--- src/design/sabd_pkg.sv ---
// Package of the shift, subtract and branch decoder: opcode table, register map, carriers
// Behaviour
// - arith_left_shift constant, prefix 0010 00, 3 cycles, NCZV
// - logic_left_shift constant, prefix 0010 01, 1 cycle, CZ
// - arith_right_shift by register, prefix 0110 010, NCZ
// - logic_right_shift constant, prefix 0010 11, CZ
// - subtract_immediate 16-bit, two words, 2 cycles, NCZV
// - subtract_immediate 32-bit, three words, 3 cycles, NCZV
// - subtract_small_constant, prefix 0001 01, 1 cycle, NCZV
// - exclusive_or_immediate, three words, 3 cycles, Z only
// - two counts: first taken, second falls through
// - decrement_skip_jump, two words, 3 taken, 2 not
// - short_decrement_skip_jump, prefix 0011 1, 2 or 3
// - short relative_conditional_jump, one word, 2 or 1
// - swap_program_counter, one word, 2 cycles, no flags
// - read_program_counter, low bits 010, 1 cycle
// - read_status_word, low bits 100, 1 cycle
// - pull status 8 cycles, save 2, one word
// - save_status_word, low byte 1110 0000, 2 cycles
// - load_status_word, low bits 101, overwrites NCZV
// - absolute_conditional_jump, three words, 3 taken, 4 not
package sabd_pkg;
  typedef enum logic [4:0] {
    OP_NONE,
    OP_ARITH_LEFT_SHIFT,
    OP_LOGIC_LEFT_SHIFT,
    OP_ARITH_RIGHT_SHIFT,
    OP_LOGIC_RIGHT_SHIFT,
    OP_SUBTRACT_IMMEDIATE_16,
    OP_SUBTRACT_IMMEDIATE_32,
    OP_SUBTRACT_SMALL_CONSTANT,
    OP_EXCLUSIVE_OR_IMMEDIATE,
    OP_DECREMENT_SKIP_JUMP,
    OP_SHORT_DECREMENT_SKIP_JUMP,
    OP_RELATIVE_CONDITIONAL_JUMP,
    OP_LONG_RELATIVE_CONDITIONAL_JUMP,
    OP_ABSOLUTE_CONDITIONAL_JUMP,
    OP_SWAP_PROGRAM_COUNTER,
    OP_READ_PROGRAM_COUNTER,
    OP_READ_STATUS_WORD,
    OP_PULL_STATUS_WORD,
    OP_SAVE_STATUS_WORD,
    OP_LOAD_STATUS_WORD
  } sabd_op_type;

  // Flag masks, bit order N C Z V
  localparam logic [3:0] FL_NONE = 4'h0;
  localparam logic [3:0] FL_NCZV = 4'hF;
  localparam logic [3:0] FL_NCZ = 4'hE;
  localparam logic [3:0] FL_CZ = 4'h6;
  localparam logic [3:0] FL_Z = 4'h2;

  typedef struct packed {
    logic [15:0] mask;
    logic [15:0] value;
    sabd_op_type op;
    logic [1:0] words;
    logic [3:0] cyc_taken;
    logic [3:0] cyc_fall;
    logic [3:0] flags;
    logic two_way;
    logic alters_pc;
  } sabd_entry_type;

  // Decoded result handed to the core
  typedef struct packed {
    sabd_op_type op;
    logic [1:0] words;
    logic [3:0] cycles;
    logic [3:0] flags;
    logic flag_load;
    logic [15:0] opcode;
  } sabd_dec_type;

  localparam int SABD_NUM_OPS = 19;
  // First hit wins, so the fixed low-byte jump forms come before the short one
  localparam sabd_entry_type SABD_TABLE [SABD_NUM_OPS] = '{
    '{16'hF0FF, 16'hC080, OP_ABSOLUTE_CONDITIONAL_JUMP, 2'h3, 4'h3, 4'h4, FL_NONE, 1'b1, 1'b1},
    '{16'hF0FF, 16'hC000, OP_LONG_RELATIVE_CONDITIONAL_JUMP, 2'h2, 4'h3, 4'h2, FL_NONE, 1'b1, 1'b1},
    '{16'hF000, 16'hC000, OP_RELATIVE_CONDITIONAL_JUMP, 2'h1, 4'h2, 4'h1, FL_NONE, 1'b1, 1'b1},
    '{16'hFC00, 16'h2000, OP_ARITH_LEFT_SHIFT, 2'h1, 4'h3, 4'h3, FL_NCZV, 1'b0, 1'b0},
    '{16'hFC00, 16'h2400, OP_LOGIC_LEFT_SHIFT, 2'h1, 4'h1, 4'h1, FL_CZ, 1'b0, 1'b0},
    '{16'hFE00, 16'h6400, OP_ARITH_RIGHT_SHIFT, 2'h1, 4'h1, 4'h1, FL_NCZ, 1'b0, 1'b0},
    '{16'hFC00, 16'h2C00, OP_LOGIC_RIGHT_SHIFT, 2'h1, 4'h1, 4'h1, FL_CZ, 1'b0, 1'b0},
    '{16'hFFE0, 16'h0BE0, OP_SUBTRACT_IMMEDIATE_16, 2'h2, 4'h2, 4'h2, FL_NCZV, 1'b0, 1'b0},
    '{16'hFFE0, 16'h0D00, OP_SUBTRACT_IMMEDIATE_32, 2'h3, 4'h3, 4'h3, FL_NCZV, 1'b0, 1'b0},
    '{16'hFC00, 16'h1400, OP_SUBTRACT_SMALL_CONSTANT, 2'h1, 4'h1, 4'h1, FL_NCZV, 1'b0, 1'b0},
    '{16'hFFE0, 16'h0BC0, OP_EXCLUSIVE_OR_IMMEDIATE, 2'h3, 4'h3, 4'h3, FL_Z, 1'b0, 1'b0},
    '{16'hFFE0, 16'h0D80, OP_DECREMENT_SKIP_JUMP, 2'h2, 4'h3, 4'h2, FL_NONE, 1'b1, 1'b1},
    '{16'hF800, 16'h3800, OP_SHORT_DECREMENT_SKIP_JUMP, 2'h1, 4'h2, 4'h3, FL_NONE, 1'b1, 1'b1},
    '{16'hFFE0, 16'h0120, OP_SWAP_PROGRAM_COUNTER, 2'h1, 4'h2, 4'h2, FL_NONE, 1'b0, 1'b1},
    '{16'hFFE0, 16'h0140, OP_READ_PROGRAM_COUNTER, 2'h1, 4'h1, 4'h1, FL_NONE, 1'b0, 1'b0},
    '{16'hFFE0, 16'h0180, OP_READ_STATUS_WORD, 2'h1, 4'h1, 4'h1, FL_NONE, 1'b0, 1'b0},
    '{16'hFFFF, 16'h01C0, OP_PULL_STATUS_WORD, 2'h1, 4'h8, 4'h8, FL_NONE, 1'b0, 1'b0},
    '{16'hFFFF, 16'h01E0, OP_SAVE_STATUS_WORD, 2'h1, 4'h2, 4'h2, FL_NONE, 1'b0, 1'b0},
    '{16'hFFE0, 16'h01A0, OP_LOAD_STATUS_WORD, 2'h1, 4'h3, 4'h3, FL_NCZV, 1'b0, 1'b0}
  };

  localparam logic [3:0] SABD_ONE_CYCLE = 4'h1;
  localparam logic [31:0] SABD_COUNT_STEP = 32'h1;

  // Register map, byte addresses
  localparam int SABD_ADDR_W = 12;
  localparam logic [11:0] SABD_CTRL_ADDR = 12'h000;
  localparam logic [11:0] SABD_STATUS_ADDR = 12'h004;
  localparam logic [11:0] SABD_DECODED_ADDR = 12'h008;
  localparam logic [11:0] SABD_REDIRECT_ADDR = 12'h00C;
  localparam logic [11:0] SABD_OTHER_ADDR = 12'h010;
  localparam logic [11:0] SABD_LAST_ADDR = 12'h014;

  localparam int SABD_CTRL_EN_BIT = 0;
  localparam int SABD_CTRL_CLR_BIT = 1;
  localparam logic SABD_CTRL_EN_RESET = 1'b1;
  localparam int SABD_ST_BUSY_BIT = 0;
  localparam int SABD_ST_REDIR_BIT = 1;
  localparam int SABD_ST_OP_LSB = 8;
  localparam int SABD_ST_CYC_LSB = 16;
  localparam int SABD_ST_WORDS_LSB = 20;
  localparam int SABD_ST_FLAGS_LSB = 24;
endpackage

--- src/design/sabd_decoder.sv ---
// Top of the shift, subtract and branch decoder with its APB register slave
`timescale 1ns/100ps
module sabd_decoder (
  input wire logic pclk,
  input wire logic presetn,
  input wire logic psel,
  input wire logic penable,
  input wire logic pwrite,
  input wire logic [11:0] paddr,
  input wire logic [31:0] pwdata,
  output logic [31:0] prdata,
  output logic pready,
  output logic pslverr,
  input wire logic instr_valid,
  input wire logic [15:0] instr_word,
  input wire logic branch_taken,
  output logic instr_ready,
  output logic dec_valid,
  output sabd_pkg::sabd_dec_type dec_info,
  output logic fetch_redirect,
  output logic other_group,
  output logic busy
);
  typedef enum logic {
    S_IDLE,
    S_EXEC
  } sabd_state_type;

  sabd_state_type state_r;
  sabd_state_type state_nxt;

  // Pattern hits, one comparator per table entry
  logic [sabd_pkg::SABD_NUM_OPS-1:0] hit;

  genvar gi;
  generate
    for (gi = 0; gi < sabd_pkg::SABD_NUM_OPS; gi++) begin : g_match
      sabd_opcode_match #(
        .MASK(sabd_pkg::SABD_TABLE[gi].mask),
        .VALUE(sabd_pkg::SABD_TABLE[gi].value)
      ) u_match (
        .word(instr_word),
        .hit(hit[gi])
      );
    end
  endgenerate

  // First hit in table order wins: an entry counts only if no earlier entry hits
  logic [sabd_pkg::SABD_NUM_OPS-1:0] hit_earlier;
  logic [sabd_pkg::SABD_NUM_OPS-1:0] first_hit;
  sabd_pkg::sabd_entry_type pick [sabd_pkg::SABD_NUM_OPS];
  sabd_pkg::sabd_entry_type pick_or [sabd_pkg::SABD_NUM_OPS];
  sabd_pkg::sabd_entry_type sel_entry;
  logic sel_found;

  assign hit_earlier[0] = 1'b0;
  assign first_hit = hit & ~hit_earlier;
  assign sel_found = |hit;

  // At most one pick is nonzero, so an OR merges them without a wide mux
  generate
    for (gi = 0; gi < sabd_pkg::SABD_NUM_OPS; gi++) begin : g_pick
      assign pick[gi] = first_hit[gi] ? sabd_pkg::SABD_TABLE[gi] : '0;
      if (gi == 0) begin : g_head
        assign pick_or[gi] = pick[gi];
      end else begin : g_chain
        assign hit_earlier[gi] = hit_earlier[gi-1] || hit[gi-1];
        assign pick_or[gi] = sabd_pkg::sabd_entry_type'(pick_or[gi-1] | pick[gi]);
      end
    end
  endgenerate

  assign sel_entry = pick_or[sabd_pkg::SABD_NUM_OPS-1];

  // Control register fields
  logic ctrl_en_r;
  logic ctrl_en_nxt;

  // Handshake with the fetch unit
  logic timer_busy;
  logic timer_last;
  logic accept;
  logic accept_ours;
  logic accept_other;

  assign instr_ready = ctrl_en_r && !timer_busy;
  assign accept = instr_valid && instr_ready;
  assign accept_ours = accept && sel_found;
  // Unmatched words are handed on and never timed here; they raise other_group and the other count
  assign accept_other = accept && !sel_found;

  // Outcome of a two-way instruction: first count when taken, second otherwise
  logic [3:0] sel_cycles;
  logic sel_redirect;

  assign sel_cycles = (sel_entry.two_way && !branch_taken) ?
                      sel_entry.cyc_fall : sel_entry.cyc_taken;
  // Taken branches and the counter swap move the program counter
  assign sel_redirect = sel_entry.alters_pc &&
                        (!sel_entry.two_way || branch_taken);

  // Timer covers the cycles after the first
  logic timer_load;
  logic [3:0] timer_val;

  assign timer_load = accept_ours;
  assign timer_val = 4'(sel_cycles - sabd_pkg::SABD_ONE_CYCLE);

  sabd_cycle_timer #(
    .W(4)
  ) u_timer (
    .pclk(pclk),
    .presetn(presetn),
    .load(timer_load),
    .load_val(timer_val),
    .busy(timer_busy),
    .last(timer_last)
  );

  // State follows the timer; single cycle work never leaves idle
  always_comb begin
    state_nxt = state_r;
    case (state_r)
      S_IDLE: begin
        if (accept_ours && (sel_cycles != sabd_pkg::SABD_ONE_CYCLE)) begin
          state_nxt = S_EXEC;
        end
      end
      S_EXEC: begin
        if (timer_last) begin
          state_nxt = S_IDLE;
        end
      end
      default: begin
        state_nxt = S_IDLE;
      end
    endcase
  end

  assign busy = (state_r == S_EXEC);

  // Decoded result, registered
  sabd_pkg::sabd_dec_type dec_r;
  sabd_pkg::sabd_dec_type dec_nxt;
  logic dec_valid_r;
  logic redirect_r;
  logic other_r;

  always_comb begin
    dec_nxt = dec_r;
    if (accept_ours) begin
      dec_nxt.op = sel_entry.op;
      dec_nxt.words = sel_entry.words;
      dec_nxt.cycles = sel_cycles;
      dec_nxt.flags = sel_entry.flags;
      // Status copy replaces the flags instead of computing them
      dec_nxt.flag_load = (sel_entry.op == sabd_pkg::OP_LOAD_STATUS_WORD);
      dec_nxt.opcode = instr_word;
    end
  end

  always_ff @(posedge pclk or negedge presetn) begin
    if (!presetn) begin
      state_r <= S_IDLE;
      dec_r <= '0;
      dec_valid_r <= 1'b0;
      redirect_r <= 1'b0;
      other_r <= 1'b0;
    end else begin
      state_r <= state_nxt;
      dec_r <= dec_nxt;
      dec_valid_r <= accept_ours;
      redirect_r <= accept_ours && sel_redirect;
      other_r <= accept_other;
    end
  end

  assign dec_valid = dec_valid_r;
  assign dec_info = dec_r;
  assign fetch_redirect = redirect_r;
  assign other_group = other_r;

  // APB decode
  logic apb_setup;
  logic apb_access;
  logic apb_wr;
  logic hit_ctrl;
  logic hit_status;
  logic hit_decoded;
  logic hit_redirect;
  logic hit_other;
  logic hit_last;
  logic addr_ok;

  assign apb_setup = psel && !penable;
  assign apb_access = psel && penable;
  assign apb_wr = apb_access && pwrite;
  assign hit_ctrl = (paddr == sabd_pkg::SABD_CTRL_ADDR);
  assign hit_status = (paddr == sabd_pkg::SABD_STATUS_ADDR);
  assign hit_decoded = (paddr == sabd_pkg::SABD_DECODED_ADDR);
  assign hit_redirect = (paddr == sabd_pkg::SABD_REDIRECT_ADDR);
  assign hit_other = (paddr == sabd_pkg::SABD_OTHER_ADDR);
  assign hit_last = (paddr == sabd_pkg::SABD_LAST_ADDR);
  assign addr_ok = hit_ctrl || hit_status || hit_decoded || hit_redirect ||
                   hit_other || hit_last;

  // No wait states; read data is captured in the setup cycle
  assign pready = 1'b1;
  assign pslverr = apb_access && !addr_ok;

  logic ctrl_wr;
  logic clr_req;

  assign ctrl_wr = apb_wr && hit_ctrl;
  assign clr_req = ctrl_wr && pwdata[sabd_pkg::SABD_CTRL_CLR_BIT];
  assign ctrl_en_nxt = ctrl_wr ? pwdata[sabd_pkg::SABD_CTRL_EN_BIT] : ctrl_en_r;

  // Event counters; an event in the clear cycle still counts
  logic [31:0] decoded_cnt_r;
  logic [31:0] decoded_cnt_nxt;
  logic [31:0] redirect_cnt_r;
  logic [31:0] redirect_cnt_nxt;
  logic [31:0] other_cnt_r;
  logic [31:0] other_cnt_nxt;
  logic [31:0] decoded_base;
  logic [31:0] redirect_base;
  logic [31:0] other_base;

  assign decoded_base = clr_req ? '0 : decoded_cnt_r;
  assign redirect_base = clr_req ? '0 : redirect_cnt_r;
  assign other_base = clr_req ? '0 : other_cnt_r;
  assign decoded_cnt_nxt = accept_ours ?
                           32'(decoded_base + sabd_pkg::SABD_COUNT_STEP) : decoded_base;
  assign redirect_cnt_nxt = (accept_ours && sel_redirect) ?
                            32'(redirect_base + sabd_pkg::SABD_COUNT_STEP) : redirect_base;
  assign other_cnt_nxt = accept_other ?
                         32'(other_base + sabd_pkg::SABD_COUNT_STEP) : other_base;

  always_ff @(posedge pclk or negedge presetn) begin
    if (!presetn) begin
      ctrl_en_r <= sabd_pkg::SABD_CTRL_EN_RESET;
      decoded_cnt_r <= '0;
      redirect_cnt_r <= '0;
      other_cnt_r <= '0;
    end else begin
      ctrl_en_r <= ctrl_en_nxt;
      decoded_cnt_r <= decoded_cnt_nxt;
      redirect_cnt_r <= redirect_cnt_nxt;
      other_cnt_r <= other_cnt_nxt;
    end
  end

  // Read views
  logic [31:0] ctrl_view;
  logic [31:0] status_view;
  logic [31:0] last_view;
  logic [31:0] rd_mux;

  always_comb begin
    ctrl_view = '0;
    ctrl_view[sabd_pkg::SABD_CTRL_EN_BIT] = ctrl_en_r;
  end

  always_comb begin
    status_view = '0;
    status_view[sabd_pkg::SABD_ST_BUSY_BIT] = busy;
    status_view[sabd_pkg::SABD_ST_REDIR_BIT] = redirect_r;
    status_view[sabd_pkg::SABD_ST_OP_LSB +: 5] = dec_r.op;
    status_view[sabd_pkg::SABD_ST_CYC_LSB +: 4] = dec_r.cycles;
    status_view[sabd_pkg::SABD_ST_WORDS_LSB +: 2] = dec_r.words;
    status_view[sabd_pkg::SABD_ST_FLAGS_LSB +: 4] = dec_r.flags;
  end

  assign last_view = {16'h0000, dec_r.opcode};

  assign rd_mux = hit_ctrl ? ctrl_view :
                  hit_status ? status_view :
                  hit_decoded ? decoded_cnt_r :
                  hit_redirect ? redirect_cnt_r :
                  hit_other ? other_cnt_r :
                  hit_last ? last_view : '0;

  logic [31:0] prdata_r;
  logic [31:0] prdata_nxt;

  assign prdata_nxt = (apb_setup && !pwrite) ? rd_mux : prdata_r;

  always_ff @(posedge pclk or negedge presetn) begin
    if (!presetn) begin
      prdata_r <= '0;
    end else begin
      prdata_r <= prdata_nxt;
    end
  end

  assign prdata = prdata_r;
endmodule

--- src/design/sabd_opcode_match.sv ---
// One opcode pattern comparator: mask and value
`timescale 1ns/100ps
module sabd_opcode_match #(
  parameter logic [15:0] MASK = 16'hFFFF,
  parameter logic [15:0] VALUE = 16'h0000
) (
  input wire logic [15:0] word,
  output logic hit
);
  assign hit = ((word & MASK) == VALUE);
endmodule

--- src/design/sabd_cycle_timer.sv ---
// Down counter holding the decoder for the remaining cycles of an instruction
`timescale 1ns/100ps
module sabd_cycle_timer #(
  parameter int W = 4
) (
  input wire logic pclk,
  input wire logic presetn,
  input wire logic load,
  input wire logic [W-1:0] load_val,
  output logic busy,
  output logic last
);
  logic [W-1:0] count_r;
  logic [W-1:0] count_nxt;
  localparam logic [W-1:0] ZERO = '0;
  localparam logic [W-1:0] STEP = {{(W-1){1'b0}}, 1'b1};

  assign busy = (count_r != ZERO);
  assign last = (count_r == STEP);
  assign count_nxt = load ? load_val : (busy ? W'(count_r - STEP) : ZERO);

  always_ff @(posedge pclk or negedge presetn) begin
    if (!presetn) begin
      count_r <= ZERO;
    end else begin
      count_r <= count_nxt;
    end
  end
endmodule

--- config.mk ---
export PLATFORM = sky130hd
export DESIGN_NAME = sabd_decoder
export DESIGN_NICKNAME = d
export VERILOG_FILES = /design/src/design/sabd_pkg.sv /design/src/design/sabd_decoder.sv /design/src/design/sabd_opcode_match.sv /design/src/design/sabd_cycle_timer.sv
export SDC_FILE = /design/constraint.sdc
export NUM_CORES = 1
export LEC_CHECK = 0
export ABC_AREA = 1
export BUFFER_PORTS_ARGS = -buffer_cell sky130_fd_sc_hd__buf_4
export CAP_MARGIN = 20
export CORE_MARGIN = 3
export CORE_UTILIZATION = 50
export CTS_CLUSTER_DIAMETER = 120
export DETAILED_ROUTE_END_ITERATION = 8
export PLACE_DENSITY = 0.71
export SLEW_MARGIN = 20
export SYNTH_ARGS = -nofsm -noshare
export SYNTH_HDL_FRONTEND = slang
export SYNTH_SLANG_ARGS = --single-unit
--- constraint.sdc ---
create_clock -name pclk -period 3.6 [get_ports pclk]
set_input_delay 0.54 -clock pclk [delete_from_list [all_inputs] [get_ports pclk]]
set_output_delay 0.54 -clock pclk [all_outputs]
set_load 0.02 [all_outputs]
==> results of run 1 <==
[power groups by stage]
stage               clock network, mW  logic [mW]  registers, mW
CTS                              1.92       0.181           1.90
global placement                    0       0.180           1.94
detailed placement                  0       0.180           1.94
global route                     2.00       0.200           1.90
floorplan                           0      0.0679           1.94
finish                           1.91       0.180           1.90
[flip-flops by register name (all words and copies together) (netlist names)]
| name | flops |
|---|---|
| dec_valid | 1 |
| u_timer.count_r | 4 |
| redirect_cnt_r | 32 |
| fetch_redirect | 1 |
| ctrl_en_r | 1 |
| decoded_cnt_r | 32 |
| other_group | 1 |
| prdata | 32 |
| other_cnt_r | 32 |
| busy | 1 |
| dec_info | 32 |
[kinds of logic after synthesis]
group,Yosys count,synth area share (%)
AO/OA/AOI/OAI,97,5.09
XOR/XNOR,41,3.11
adder cells (fa/ha/maj),3,0.325
buffers and inverters,230,8.45
flip-flops,169,36.6
multiplexers,1,0.0974
other,1,0.0324
AND/OR/NAND/NOR,1277,46.3
[per-stage QoR]
step                setup slack [ns]  utilization [%]  area [µm²]
floorplan                      0.832                -       11600
global placement               0.628             55.5       12600
detailed placement             0.582             55.5       12600
CTS                            0.748             58.1       13200
global route                   0.576             58.1       13200
finish                         0.742             58.1       13200
[how the worst max path moves through the flow]
stage                     startpoint                 to  slack, ns  cells past startpoint
after floorplan             paddr[7]    other_cnt_r[16]       0.83                     18
after global placement      paddr[7]  decoded_cnt_r[16]       0.63                     16
after detailed placement    paddr[7]  decoded_cnt_r[16]       0.58                     16
after CTS                   paddr[8]            pslverr       0.75                     13
after global routing        paddr[8]            pslverr       0.58                     13
final                       paddr[8]            pslverr       0.74                     13
[routing by layer]
metal | global-route usage (%) | vias up | wire (µm)
li1 | - | 5973 | -
met4 | 10.2 | 0 | 1180
met3 | 4.10 | 62 | 2650
met1 | 43.5 | 5753 | 16900
met5 | 0 | - | 0
met2 | 50.5 | 435 | 18000
[cells in the mapped netlist, types with 2 or more instances]
cell                        count
sky130_fd_sc_hd__o221ai_1       6
sky130_fd_sc_hd__o211ai_1      11
sky130_fd_sc_hd__nand2_1      734
sky130_fd_sc_hd__inv_2         15
sky130_fd_sc_hd__xor2_1        33
sky130_fd_sc_hd__dfrtp_1      168
sky130_fd_sc_hd__buf_2         34
sky130_fd_sc_hd__o2111ai_1      9
sky130_fd_sc_hd__inv_1        145
sky130_fd_sc_hd__buf_6          2
sky130_fd_sc_hd__o31ai_1        2
sky130_fd_sc_hd__ha_1           3
sky130_fd_sc_hd__nor3_1        15
sky130_fd_sc_hd__nor3_2         5
sky130_fd_sc_hd__nand4_2        2
sky130_fd_sc_hd__clkinv_1       2
sky130_fd_sc_hd__nand2_2        9
sky130_fd_sc_hd__buf_4         15
sky130_fd_sc_hd__buf_1          3
sky130_fd_sc_hd__nand4_1       25
sky130_fd_sc_hd__a21oi_1        7
sky130_fd_sc_hd__o21ai_1       35
sky130_fd_sc_hd__nor2_1       206
sky130_fd_sc_hd__o21ai_0       22
sky130_fd_sc_hd__clkbuf_1      14
sky130_fd_sc_hd__nand3_1      258
sky130_fd_sc_hd__nor4_1         4
sky130_fd_sc_hd__nor2_2        15
sky130_fd_sc_hd__xnor2_1        8
[final cells by class]
class                      count  area, µm²  share of cell area, %
multi-input combinational   1420       6360                   48.2
sequential                   169       4230                   32.1
inverter                     162        608                   4.61
clock inverter                15        163                   1.23
timing repair buffer         136       1050                   7.96
tap                          285        357                   2.70
clock buffer                  17        425                   3.22
==> results by stage, run 1 <==
Timing:
- The number of setup violations in the final report is 0.
- The final count of pins violating max slew came to 0.
- The count of final hold-check violations was 0.
- Based on the critical path, the design can be clocked at up to 350 MHz.
- The relative max-transition margin is 46.0%.
- For the final routed database, the setup TNS stands at 0 ns.
- The minimum clock period after layout is 2.86 ns.
- Setup repair after global routing left no endpoint under its margin.
- The worst path uses 79.4% of the clock period.
- Across all hold checks on the routed design, the worst slack comes to 0.0536 ns.
- Across the routed clock network, the largest skew measured is 0.0140 ns.
- The actual slew at the worst max-slew pin is 0.806 ns.

Critical path:
- The internal reg-to-reg setup slack is 1.17 ns.
- Counting both buffers and inverters, the worst setup path holds a total of 5.
- The worst register-to-register path begins at ctrl_en_r.
- STA puts the critical path data arrival time at 2.32 ns.
- The cell with the biggest individual delay on the critical path is sky130_fd_sc_hd__buf_4.
- The kind of start point of the critical path is an input port.
- In this run the worst path has a maximum fanout of 19.
- The number of cells on the worst reg-to-reg path is 10.
- The end of the worst register-to-register path is redirect_cnt_r[1].
- In this design, the largest share of critical-path delay is due to simple AND/OR/NAND/NOR gates.
- The critical path goes through buf_4 -> inv_1 -> nand2_1 -> nor2_1 -> buf_4 -> inv_1 -> nor2_1 -> nand2_2 -> nor2_4 -> nor2_1 -> nand2_1 -> nor4_1 -> buf_4.
- The largest incremental delay on the critical path is 0.31 ns.
- The element type at the critical path end is an output pin.
- STA puts the critical path data required time at 3.06 ns.
- The worst setup path is of the input port to output pin kind.

Die:
- The die span in y is 158 µm.
- The floorplan step set the die width to 158 µm.
- The total area inside the core boundary comes to 22700 µm².
- The die covers 25000 µm².
- The floorplan has 55 rows.
- The initial cell density of the core is 50.9%.
- The number of primary I/O pins is 138.

Detailed routing:
- After detailed routing, the average wire length per cell comes to 17.6 µm.
- The count of nets left with antenna violations once routing finished came out at 0.
- The via density per instance is 5.55.
- After detailed routing, the number of remaining DRC violations is 0.
- The initial DRC count is 1402.
- For this block, the routed nets add up to 38700 µm of wire.
- The number of detailed-routing iterations run before antenna repair is 6.
- The routed via count is 12200.

Pwr:
- The share of power burned in registers is 47.7%.
- For this design the total switching power over the nets is 996 µW.
- The clock network accounts for 47.8% of the total power.
- The areal power density over the cells is 302 nW/µm².
- The completed layout was analyzed and its total power is 3.98 mW.
- For this design the static power due to leakage is 7.14 nW.
- The worst vdd rail ir drop is 249 µV.
- The combinational group share of total power is 4.5%.
- The internal power of the cells totals 2.99 mW.
- Net switching is 25.0% of the power.

Yosys:
- The cell count after synthesis is 1819.
- The flip-flop and latch count after synthesis is 169.
- The async set-or-reset flop fraction in the synthesized netlist is 100%.
- The summed instance area of the synthesized netlist is 11600 µm².
- The count of yosys warnings during synthesis is 0.
- The post-synth net total is 1889.
- In the synthesized netlist the dominant register cell turns out to be sky130_fd_sc_hd__dfrtp_1.
- The mean post-synth cell area is 6.36 µm².
- The top cell type by total area after synthesis is sky130_fd_sc_hd__dfrtp_1.
- The count of flip-flops with a built-in enable after synthesis is 0.
- Yosys attributes the largest share of cell area to sky130_fd_sc_hd__dfrtp_1 (36%), sky130_fd_sc_hd__nand2_1 (24%), sky130_fd_sc_hd__nand3_1 (11%), sky130_fd_sc_hd__nor2_1 (6.7%), sky130_fd_sc_hd__inv_1 (4.7%).
- The post-synthesis sequential area ratio is 36.6%.
- The share of the synthesized area in the top cell type is 36.4%.
- In this run, distinct cell masters in the synthesized netlist total 41.

Final layout:
- In the layout the commonest cells are sky130_fd_sc_hd__nand2_1 (734), sky130_fd_sc_hd__nand3_1 (258), sky130_fd_sc_hd__nor2_1 (206), sky130_fd_sc_hd__dfrtp_1 (168), sky130_fd_sc_hd__inv_1 (145).
- The number of standard cells in the final layout excluding fillers is 2204.
- The number of filler cells placed in the layout is 2252.
- The number of antenna repair diodes is 0.
- The layout overhead on the synthesized area is 14.1%.
- The share of post-route cells with drive strength above 1 is 11.4%.
- The most frequent standard cell in the layout excluding fill and tap cells is sky130_fd_sc_hd__nand2_1.
- The final-stage net count is 1976.

Global route:
- Entering global routing, the biggest net connects 96 pins.
- Global routing consumed, over all layers together, 31.2% of the routing resources.
- The initial antenna violation count was 0.
- The total global routing overflow is 0.
- The via count of the first global-routing pass is 11200.
- The wire length of the first global-routing pass is 60300 µm.

Run status:
- The flow ran to the end, and the final reports show no timing, DRC or antenna violations.

Clock network:
- The H-tree level count is 4.
- The CTS tree is done.
- The clock sink total is 169.
- The number of buffers inserted during clock tree synthesis is 17.
- Counting along the longest clock path gives a buffer depth of 2.
- Gates resized during post-CTS repair numbered 0.
- The clock input transition at the sequential cells of the worst setup and hold paths is 0.08 ns.
- The number of hold-repair buffers added at the cts stage is 0.
- The clock reaches the later pin of the worst-skew pair after 0.44 ns.
- CTS placed an instance of sky130_fd_sc_hd__clkbuf_16 at the clock tree root.
- In this run the post-CTS setup repair buffer count came out at 0.

Min path:
- The type of the worst min-delay path is input port to async pin.

Place:
- The HPWL after detailed placement is 29700 µm.
- Port buffering added 106 buffers.
- Including well taps, the total number of placed cells is 2172.
- At the end of routability-driven placement, the weighted congestion stood at 0.937.

Run:
- The number of max-cap violations is 0.
Power figures use the tool's default switching activity.
==> run 2, diff against run 1 <==
==> constraint.sdc (replaced) <==
create_clock -name pclk -period 2.78 [get_ports pclk]
set_input_delay 0.417 -clock pclk [delete_from_list [all_inputs] [get_ports pclk]]
set_output_delay 0.417 -clock pclk [all_outputs]
set_load 0.02 [all_outputs]
==> results by stage, run 2 (same netlist as run 1, synthesis figures left out) <==
Run status:
- The flow ran to the end, and the final reports show no timing, DRC or antenna violations.

Timing:
- The worst path needs 2.49 ns of the cycle, external delays included.
- The post-route setup TNS came to 0 ns (unchanged).
- The relative max-transition margin came to 52.6% (+6.6 points).
- The maximum clock frequency is 402 MHz.
- The final count of pins violating max slew is 0 (unchanged).
- The count of final hold-check violations is 0 (unchanged).
- The number of setup violations in the final report is 0 (unchanged).
- In the finished design, the share of the clock period the worst path needs comes to 89.5%.
- The tightest hold margin is 0.00338 ns (-0.0502 ns).
- The worst clock skew was 0.0109 ns (-0.00316 ns).
- Setup repair after global routing left no endpoint under its margin.
- The actual slew at the worst max-slew pin is 0.711 ns (-0.0948 ns).

Critical path:
- The signal on the critical path passes through buf_4 -> inv_1 -> nand2_1 -> nor2_1 -> buf_4 -> inv_1 -> nor2_1 -> nand2_1 -> inv_1 -> nor2_1 -> nand2_1 -> nor4_1 -> buf_4.
- The largest incremental delay on the critical path is 0.30 ns (about the same).
- The data required time at the worst endpoint is 2.36 ns (-0.70 ns).
- The start-to-end type of the worst setup path is input port to output pin.
- The cell with the biggest individual delay on the critical path is sky130_fd_sc_hd__buf_4.
- The largest driver fanout on the critical path is 19 (unchanged).
- The worst setup path is captured at an output pin.
- STA classifies the critical path startpoint as an input port.
- The data arrival at the endpoint of the critical path is 2.07 ns (-0.25 ns).

Final layout:
- The number of antenna repair diodes is 0 (unchanged).
- In the layout the commonest cells are sky130_fd_sc_hd__nand2_1 (734), sky130_fd_sc_hd__nand3_1 (258), sky130_fd_sc_hd__nor2_1 (206), sky130_fd_sc_hd__dfrtp_1 (168), sky130_fd_sc_hd__buf_4 (160).
- The share of post-route cells with drive strength above 1 came to 12.9% (+1.4 points).
- The final-stage net count is 2009 (+1.7%).
- From synthesis to final layout, the design area changed by 16.8%.
- The most frequent standard cell in the layout excluding fill and tap cells is sky130_fd_sc_hd__nand2_1.

Run:
- The number of max-cap violations is 0 (unchanged).

Detailed routing:
- The initial DRC count is 1328 (-5.3%).
- The via density per instance is 5.56 (+0.33%).
- The number of remaining DRC errors is 0 (unchanged).
- The number of detailed-routing iterations run before antenna repair is 6 (unchanged).
- The total routed wirelength is 38700 µm (about the same).
- The routed length per instance is 17.3 µm (-1.4%).
- The routed via count is 12400 (+1.8%).
- The number of nets with antenna violations after detailed routing is 0 (unchanged).

Die:
- The chip width is 158 µm (unchanged).
- The number of primary I/O pins was 138 (unchanged).
- The die area is 25000 µm² (unchanged).
- The die span in y is 158 µm (unchanged).
- The row count is 55 (unchanged).
- The core area is 22700 µm² (unchanged).
- The initial cell density of the core was 50.9% (unchanged).

Global route:
- The total global routing overflow is 0 (unchanged).
- The pin count of the biggest net entering global routing is 73 (-24%).
- The via count of the first global-routing pass is 11500 (+3.3%).
- The initial antenna violation count is 0 (unchanged).
- The total global-route track usage is 31.5% (+0.29 points).
- The wire length of the first global-routing pass is 61400 µm (+1.8%).

Clock network:
- The number of buffers inserted by post-CTS setup repair came to 0 (unchanged).
- The clock sink total is 169 (unchanged).
- The clock input transition at the sequential cells of the worst setup and hold paths is 0.07 ns (about the same).
- The largest buffer count on any clock path is 2 (unchanged).
- In this run the clock root is driven by a sky130_fd_sc_hd__clkbuf_16.
- The clock latency reported for the late side of the worst-skew pair came to 0.44 ns (about the same).
- The CTS tree is done.
- The post-cts gate resize count was 0 (unchanged).
- The number of hold-repair buffers added at the cts stage is 0 (unchanged).
- The H-tree level count is 4 (unchanged).
- The number of buffers inserted during clock tree synthesis is 17 (unchanged).

Pwr:
- The static leakage power is 7.33 nW (+2.6%).
- The areal power density over the cells is 375 nW/µm² (+24%).
- The worst vdd rail ir drop is 338 µV (+36%).

Min path:
- The type of the worst min-delay path is input port to async pin.

Place:
- The count of buffers inserted at the top-level ports is 106 (unchanged).
- The half-perimeter wire length after placement is 29900 µm (+0.53%).
- The weighted congestion reported at the end of routability-driven placement was 0.922 (-1.5%).
## run 2: worst paths after layout
kind                             from                  to  slack [ns]  depth (start not counted)
max                          paddr[8]             pslverr        0.29                         13
min                           presetn           prdata[0]       0.003                          1
max reg2reg                 ctrl_en_r     other_cnt_r[28]        0.54                          9
min reg2reg                prdata[29]          prdata[29]        0.48                          2
max in group asynchronous     presetn  redirect_cnt_r[14]        2.02                          2
min in group pclk           pwdata[0]           ctrl_en_r        0.21                          2
## run 2: report_power, final
part	total (mW)	internal [mW]	leakage [nW]	switching (mW)
clock	2.37	1.29	0.273	1.08
sequential	2.46	2.46	2.36	0.00138
combinational	0.238	0.0716	4.70	0.167
total	5.07	3.82	7.33	1.24
## run 2: through the flow
stage / worst slack (ns) / instances / power (mW) / utilization, % / cell area, µm²
after detailed placement: 0.107 / 2203 / 2.75 / 56.9 / 12900
after floorplan: 0.135 / 1819 / 2.60 / - / 11600
final: 0.293 / 2237 / 5.07 / 59.4 / 13500
after global placement: 0.185 / 2203 / 2.74 / 56.9 / 12900
after global routing: 0.158 / 2237 / 5.22 / 59.4 / 13500
after CTS: 0.137 / 2235 / 5.09 / 59.4 / 13500
## run 2: area by class of cell
type                            instances  area [µm²]
Clock inverter                         12         115
Clock buffer                           20         457
Timing Repair Buffer                  169        1370
Fill cell                            2193        9210
Multi-Input combinational cell       1420        6360
Inverter                              162         608
Tap cell                              285         357
Sequential cell                       169        4230
## run 2: metal layers
layer / wire length [µm] / track usage (%) / vias up / share of wire (%)
li1: - / - / 6026 / -
met1: 16400 / 43.0 / 5791 / 42
met2: 17900 / 50.4 / 528 / 46
met3: 2960 / 5.39 / 102 / 7.6
met4: 1540 / 11.8 / 0 / 4.0
met5: 0 / 0 / - / 0
## run 2: critical path, delay by kind of cell
family | cells | cell delay [ns]
buffers and inverters | 6 | 0.90
AND/OR/NAND/NOR | 7 | 0.74
